### src/shared/arp_pkg.sv
// Package for the result read port of the sampling converter.
// Assumes a single 125 MHz core clock; times are given in ns, conversion lengths in clock cycles.
package arp_pkg;
  localparam int RESULT_W        = 12;
  localparam int BYTE_W          = 8;
  localparam int NIBBLE_W        = 4;
  localparam int CLK_PERIOD_NS   = 8;
  // Busy falls 300..1000 ns after the data become valid
  localparam int STATUS_FALL_MIN_NS = 300;
  localparam int STATUS_FALL_MAX_NS = 1000;
  localparam int STATUS_FALL_CYC =
    (STATUS_FALL_MIN_NS + CLK_PERIOD_NS - 1) / CLK_PERIOD_NS;
  // Conversion length in clock cycles after the start is taken
  localparam int CONV12_CYC      = 24;
  localparam int CONV8_CYC       = 16;
  // Short conversion leaves a one in the fourth bit, zeros below it
  localparam logic [3:0] SHORT_TAIL = 4'h8;
  localparam logic [11:0] RESULT_RST = 12'h000;

  typedef struct packed {
    logic read_not_convert;
    logic chip_enable;
    logic unit_select_n;
    logic word_mode;
    logic byte_select;
  } arp_ctrl_type;

  typedef struct packed {
    logic [RESULT_W-1:0] data;
    logic [RESULT_W-1:0] oe_n;
  } arp_bus_type;

  typedef enum logic [1:0] {
    ARP_IDLE  = 2'b00,
    ARP_CONV  = 2'b01,
    ARP_SETTL = 2'b10
  } arp_state_type;
endpackage

### src/rtl/arp_read_port.sv
// Result read port: conversion sequencing, busy status, three-state drive.
// Assumes control pins are synchronous to core_clk_in; the analog core
// delivers a 12-bit sample on sample_in at the end of a conversion.
`timescale 1ns/10ps
module arp_read_port
  import arp_pkg::*;
#(
  parameter int CONV12_LEN = CONV12_CYC,
  parameter int CONV8_LEN  = CONV8_CYC
) (
  input  wire logic                core_clk_in,
  input  wire logic                nrst_in,
  input  wire arp_ctrl_type        ctrl_in,
  input  wire logic [RESULT_W-1:0] sample_in,
  output arp_bus_type              result_bus_out,
  output logic                     conversion_in_progress_out
);
  // Lengths must fit the 10-bit cycle counter
  if (CONV12_LEN < 1 || CONV8_LEN < 1 || CONV12_LEN > 1023 ||
      CONV8_LEN > 1023) begin : g_len_check
    $error("conversion length out of range");
  end

  arp_state_type       state;
  arp_state_type       next_state;
  logic [9:0]          count;
  logic                short_cycle;
  logic [RESULT_W-1:0] result;
  logic                busy;
  logic                prev_start_cond;
  logic                start_cond;
  logic                start;
  logic                read_ok;
  logic [1:0]          last_sel;
  logic [1:0]          want_sel;
  logic [RESULT_W-1:0] next_data;
  logic [RESULT_W-1:0] next_oe_n;

  // Enabled with convert low whatever the select, or enabled and selected with read high
  assign start_cond = ctrl_in.chip_enable &&
    (!ctrl_in.read_not_convert || !ctrl_in.unit_select_n);
  assign start = start_cond && !prev_start_cond && !busy &&
    !(ctrl_in.read_not_convert && !ctrl_in.unit_select_n);
  assign read_ok = ctrl_in.read_not_convert && !busy &&
    ctrl_in.chip_enable && !ctrl_in.unit_select_n;

  always_ff @(posedge core_clk_in or negedge nrst_in) begin
    if (!nrst_in) begin
      prev_start_cond <= 1'b0;
    end else begin
      prev_start_cond <= start_cond;
    end
  end

  always_comb begin
    next_state = state;
    case (state)
      ARP_IDLE: if (start) next_state = ARP_CONV;
      ARP_CONV: if (count == 10'h000) next_state = ARP_SETTL;
      ARP_SETTL: if (count == 10'h000) next_state = ARP_IDLE;
      default: next_state = ARP_IDLE;
    endcase
  end

  always_ff @(posedge core_clk_in or negedge nrst_in) begin
    if (!nrst_in) begin
      state <= ARP_IDLE;
      count <= 10'h000;
    end else begin
      state <= next_state;
      if (state == ARP_IDLE && start) begin
        // Length taken from the byte select at start
        count <= ctrl_in.byte_select ? 10'(CONV8_LEN - 1)
                                     : 10'(CONV12_LEN - 1);
      end else if (state == ARP_CONV && count == 10'h000) begin
        count <= 10'(STATUS_FALL_CYC - 1);
      end else if (count != 10'h000) begin
        count <= count - 10'h001;
      end
    end
  end

  always_ff @(posedge core_clk_in or negedge nrst_in) begin
    if (!nrst_in) begin
      short_cycle <= 1'b0;
    end else if (state == ARP_IDLE && start) begin
      short_cycle <= ctrl_in.byte_select;
    end
  end

  // Result is valid from entry to the settle phase; busy falls later
  always_ff @(posedge core_clk_in or negedge nrst_in) begin
    if (!nrst_in) begin
      result <= RESULT_RST;
    end else if (state == ARP_CONV && count == 10'h000) begin
      if (short_cycle)
        result <= {sample_in[RESULT_W-1:NIBBLE_W], SHORT_TAIL};
      else
        result <= sample_in;
    end
  end

  assign busy = (state != ARP_IDLE);

  always_ff @(posedge core_clk_in or negedge nrst_in) begin
    if (!nrst_in) begin
      conversion_in_progress_out <= 1'b0;
    end else begin
      conversion_in_progress_out <= busy || start;
    end
  end

  // Byte groups: 0 none, 1 upper byte, 2 lower nibble byte, 3 word
  always_comb begin
    want_sel = 2'd0;
    if (read_ok) begin
      if (ctrl_in.word_mode) want_sel = 2'd3;
      else if (ctrl_in.byte_select) want_sel = 2'd2;
      else want_sel = 2'd1;
    end
  end

  // A byte swap passes through one cycle with all drivers off
  always_ff @(posedge core_clk_in or negedge nrst_in) begin
    if (!nrst_in) begin
      last_sel <= 2'd0;
    end else if (last_sel != 2'd0 && want_sel != 2'd0 &&
                 last_sel != want_sel) begin
      last_sel <= 2'd0;
    end else begin
      last_sel <= want_sel;
    end
  end

  always_comb begin
    next_data = RESULT_RST;
    next_oe_n = '1;
    if (want_sel == last_sel || last_sel == 2'd0) begin
      case (want_sel)
        2'd3: begin
          next_data = result;
          next_oe_n = '0;
        end
        2'd1: begin
          // Upper eight bits appear on lines 11..4, first byte
          next_data = {result[RESULT_W-1:NIBBLE_W], 4'h0};
          next_oe_n = {{BYTE_W{1'b0}}, {NIBBLE_W{1'b1}}};
        end
        2'd2: begin
          // Top four lines float, zeros on lines 7..4, low nibble below
          next_data = {{BYTE_W{1'b0}}, result[NIBBLE_W-1:0]};
          next_oe_n = {{NIBBLE_W{1'b1}}, {BYTE_W{1'b0}}};
        end
        default: begin
          next_data = RESULT_RST;
          next_oe_n = '1;
        end
      endcase
    end
  end

  always_ff @(posedge core_clk_in or negedge nrst_in) begin
    if (!nrst_in) begin
      result_bus_out <= '{data: RESULT_RST, oe_n: '1};
    end else begin
      result_bus_out <= '{data: next_data, oe_n: next_oe_n};
    end
  end
endmodule

### config.mk
export PLATFORM = sky130hd
export DESIGN_NAME = arp_read_port
export DESIGN_NICKNAME = d
export VERILOG_FILES = /design/src/shared/arp_pkg.sv /design/src/rtl/arp_read_port.sv
export SDC_FILE = /design/constraint.sdc
export NUM_CORES = 1
export LEC_CHECK = 0
export ABC_AREA = 0
export ABC_CLOCK_PERIOD_IN_PS = 1700
export BUFFER_PORTS_ARGS = -buffer_cell sky130_fd_sc_hd__buf_4
export CAP_MARGIN = 20
export CORE_ASPECT_RATIO = 1.75
export CORE_MARGIN = 4
export CORE_UTILIZATION = 50
export CTS_BUF_LIST = sky130_fd_sc_hd__clkbuf_2 sky130_fd_sc_hd__clkbuf_4 sky130_fd_sc_hd__clkbuf_8
export DETAILED_ROUTE_END_ITERATION = 8
export GPL_ROUTABILITY_DRIVEN = 0
export PLACE_DENSITY = 0.86
export SYNTH_ARGS = -nofsm -noshare
export SYNTH_HDL_FRONTEND = slang
export SYNTH_SLANG_ARGS = --single-unit
### constraint.sdc
create_clock -name core_clk_in -period 1.7 [get_ports core_clk_in]
set_input_delay 0.17 -clock core_clk_in [delete_from_list [all_inputs] [get_ports core_clk_in]]
set_output_delay 0.17 -clock core_clk_in [all_outputs]
set_load 0.01 [all_outputs]
======== Word-level counts from Yosys, hierarchy flattened ========
Cells that the tools add are included.
operators by class
  muxes and demuxes ....................... 17
  add/sub/neg operators ................... 1
  equal/unequal tests ..................... 10
  reduce and logical (&&, ||, !) cells .... 29
operators with widths
  kind                   count
  $pmux 12 s3            2
  $mux 10                3
  $mux 12                2
  $mux 2                 7
  $logic_and 1x1->1      12
  $logic_not 10->1       1
  $reduce_bool 10->1     1
  $sub 10x1->10 const B  1
  $eq 2x2->1 const B     3
  $ne 2x2->1 const B     3
  $pmux 2 s3             1
  $reduce_bool 2->1      3
  $logic_not 1->1        5
  $mux 5                 1
  $eq 2x1->1 const B     2
  $logic_not 2->1        2
  $mux 4                 1
  $logic_or 1x1->1       3
  $reduce_and 3->1       1
  $reduce_bool 3->1      1
  $eq 2x2->1             1
  $ne 2x2->1             1
word-level totals
  register bits ........................... 53
  output and inout bits ................... 25
  logic and storage cells ................. 66
  bits of input ports ..................... 19

======== Longest topological paths before layout ========
  word-level depth ........................ 10
  depth in mapped cells ................... 7
  depth with buffers taken out ............ 6

======== Worst setup path before layout ========
Ideal clock, no wire load.
  path type ............................... reg-to-reg
  from .................................... register count[0]
  to ...................................... register result[10]
  required time ........................... 1575 ps
  path slack .............................. 7 ps
  buffers on the path ..................... 1
  setup time .............................. 125 ps
  stages on the path, launching flop included .. 7
  data arrival time ....................... 1568 ps
  clock period less this slack ............ 1693 ps
  cells stage by stage .................... dfrtp_1 inv_1 ha_1 nor3b_4 nand4_2 buf_4 mux2_4
between the ends
  word-level cells in the longest chain between the ends .. 2
RTL lines
  what                    line                 RTL
  start, declared         arp_read_port.sv:26  logic [9:0] count;
  start signal, assigned  arp_read_port.sv:73  count <= ctrl_in.byte_select ? 10'(CONV8_LEN - 1)
  start signal, assigned  arp_read_port.sv:76  count <= 10'(STATUS_FALL_CYC - 1);
  start signal, assigned  arp_read_port.sv:78  count <= count - 10'h001;
  $logic_not 10->1        arp_read_port.sv:95  end else if (state == ARP_CONV && count == 10'h000) begin
  $logic_and 1x1->1       arp_read_port.sv:95
  end signal, assigned    arp_read_port.sv:97  result <= {sample_in[RESULT_W-1:NIBBLE_W], SHORT_TAIL};
  end signal, assigned    arp_read_port.sv:99  result <= sample_in;
  end, declared           arp_read_port.sv:28  logic [RESULT_W-1:0] result;
Every way passes these cells.
A chain may end at the register's enable or synchronous reset.

======== Worst setup path after layout ========
  from .................................... register count[1]
  to ...................................... register result[5]
The elaborated chain is that of the path after synthesis.

==> out/metrics.cfg <==
[pwr]
comb_power_share_pct=4.2
peakVddDrop_mv=0.622
p_per_area_nw_per_um2=806
p_int_mw=1.58
swShare_pct=19.8
power_frac_clock_pct=41.9
cellLeakagePower_nw=1.19
pwr-share-seq_pct=53.9
switchingPower_uw=390

[critical_path]
critPathKind=reg -> reg
max_stage_delay_ns=0.42
arrival_ns=1.89
cp_top_family=simple AND/OR/NAND/NOR gates
worstPathRequired_ns=1.89
worstPathCellList=inv_1, ha_2, nor3b_4, nand4_4, clkbuf_16, mux2_4
critPathSlowestCell=dfrtp_1
cp-end-kind=flip-flop
r2r_cells=6
timing.rr.end=result[5]
critPathMaxFanout=5
rrSetupSlack_ns=-0.006
cp-start-kind=flip-flop
r2r_start=count[1]
cp_num_buf_inv=2

[floorplan]
ios=44
rows=29
die_width_um=54.7
start_util_pct=52.1
die_area_sq_um=4910
fp.coreArea_sq_um=3660
die_height_um=89.7

[yosys]
postSynthAreaPerCell_sq_um=11.9
yosys_warnings=0
synth_edf_count=0
synth.distinct_cells=42
synth_top_family_by_area=simple AND/OR/NAND/NOR gates
synthSimpleGateAreaFrac_pct=19.3
seq_area_frac_synth_pct=57.9
async_reset_ff_share_pct=100
synth_top_area_share_pct=53.8
synth_xor_xnor_area_share_pct=1.38
yosys_most_used_dff=dfrtp_1
ys_ff_latch=44
synth_compound_area_share_pct=8.59
yosysTopAreaCell=dfrtp_1
synth_mux_area_share_pct=6.62
synth_cells=161
syn_area_sq_um=1910
ys_top_cells_by_area=dfrtp_1, mux2_4, dfstp_2
yosys.area_share.adder_pct=0.656
synth_nets=181

[route]
first_pass_iters=4
via_count=1396
drc=0
drtAntennaViolNets=0
drt-total-wl_um=3900
via_per_inst=5.45
detail_route.wl_per_cell_um=15.3
drtIter0Drc=29

[worst_hold_path]
min_path_type=in -> reg
worstHoldEndpoint=prev_start_cond
hold_depth=2
hold_path.startpoint=ctrl_in[2]

[layout]
nNetsFinal=229
syn2layout_area_growth_pct=28.3
n_fill_cell=250
diodes=0
finish.instance_area_sq_um=2450
drive_gt1_share_pct=37.1

[clock_tree]
numCtsBuffers=5
cts-root-buf=clkbuf_8
cts_tree=yes
clk_latency_ns=0.29
h-tree-depth=2
clk_pin_slew_ns=0.08
clockBufferDepth=2
clkSinkCount=44

[sta]
hold_viol_final=0
rsz0062_at_grt=true
tns_ns=-0.00599
drv_slew=0
fmax_mhz=586
worst_pin_slew_ns=0.547
finalCritPeriodShare_pct=100
fin_hold_ws_ns=0.0829
setup_viol=1
period_minus_slack_ns=1.71
setup_ws_ns=-0.00599
fin_skew_ns=0.00713
slew_headroom_pct=63.6

[grt]
grt_overflow=0
grt_pass1_vias=1345
grt_start_max_net_pins=45
grtUsageTotal_pct=16.8
antenna_found_initial=0
grt_pass1_wl_um=6090

[job]
maxCapViolCount=0

[run_status]
status=finished with violations
violations=negative setup slack

[placement]
hpwl_um=2790
numPortBuffers=43
placed_cell_area_sq_um=2270

power groups by stage:
stage | logic [mW] | registers, mW | clock network, mW
4_1_cts | 0.0829 | 1.06 | 0.841
2_1_floorplan | 0.0218 | 1.08 | 0
5_1_grt | 0.0923 | 1.07 | 0.871
3_3_place_gp | 0.0781 | 1.08 | 0
3_5_place_dp | 0.0809 | 1.08 | 0
6_report | 0.0825 | 1.06 | 0.826
registers in the layout, indices dropped and copies added, names as in the netlist:
register                    flops
conversion_in_progress_out      1
count                          10
last_sel                        2
prev_start_cond                 1
result                         12
result_bus_out                 15
short_cycle                     1
state                           2
cells by family after synthesis:
kind of cell / count (synthesis)
and+or+nand+nor: 61
DFF: 44
AOI/OAI and AO/OA: 25
buffers and inverters: 18
muxes: 9
xor gates and xnor gates: 3
adders and majority gates: 1
cells in the final DEF, fill, tap and decap left out, types with 2 or more instances in the layout:
| master | n |
|---|---|
| buf_4 | 49 |
| dfrtp_1 | 40 |
| nand2_1 | 14 |
| and2_1 | 12 |
| mux2_4 | 8 |
| inv_1 | 7 |
| nor2_1 | 7 |
| nand3_1 | 6 |
| o21ai_1 | 6 |
| clkbuf_8 | 6 |
| a21oi_1 | 5 |
| nor3_1 | 4 |
| xnor2_1 | 3 |
| nand2b_1 | 3 |
| dfstp_2 | 3 |
| nand4b_1 | 2 |
| nor2b_1 | 2 |
| o21ai_0 | 2 |
| and3_1 | 2 |
| o31ai_1 | 2 |
worst register-to-register path: cells and delay by family, from the launching register on:
family	cells	cell delay [ns]
adders and majority gates	1	0.17
buffers and inverters	2	0.27
DFF	1	0.42
muxes	1	0.29
and+or+nand+nor	2	0.45
synth_stat cells, drive strengths merged (2+ instances only):
master  count
or4         2
o311ai      2
nor2        7
nor3        5
nand3       6
dfstp       3
o31ai       2
xnor2       3
mux2        8
o21ai       8
inv         7
nand4b      2
nand2      14
nand2b      3
and3        2
dfrtp      41
and2       12
a21oi       6
nor2b       2
buf        10
how the worst max path moves through the flow:
stage          startpoint    endpoint  slack [ns]  cells after the start
5_1_grt          count[1]   result[5]       -0.06                      6
4_1_cts          count[1]  result[11]        0.03                      6
2_1_floorplan    count[0]  result[10]       0.007                      6
6_report         count[1]   result[5]      -0.006                      6
3_3_place_gp     count[1]  result[11]        0.11                      6
3_5_place_dp     count[1]  result[11]        0.05                      6
layer usage:
| metal | GRT usage, % | wire length, um |
|---|---|---|
| met3 | 3.31 | 224 |
| met4 | 8.52 | 97 |
| met2 | 28.6 | 2180 |
| met1 | 18.4 | 1400 |
| met5 | 0 | 0 |
what timing repair did:
action | 4_1_cts | 5_1_grt
buffers inserted | 0 | 1
hold endpoints to repair | 41 | 0
endpoints found under the setup margin | 0 | 2
resized for setup | 0 | 4
hold buffers | 1 | 0
area by class of cell:
class                           count  area [sq um]  area share [%]
Timing Repair Buffer               52           423            17.3
Tap cell                           46          57.6            2.35
Sequential cell                    44          1110            45.2
Inverter                            7          26.3            1.07
Clock inverter                      2          38.8            1.58
Multi-Input combinational cell     99           713            29.1
Clock buffer                        6          82.6            3.37
per-stage QoR:
step	utilization, %	power, mW	worst slack, ns	std cells
global route	66.8	2.03	-0.0587	256
global placement	61.9	1.16	0.108	245
CTS	65.4	1.99	0.0348	254
finish	66.8	1.97	-0.00599	256
floorplan	-	1.10	0.00739	161
detailed placement	61.9	1.17	0.0469	245
(Power assumes the default switching activity.)
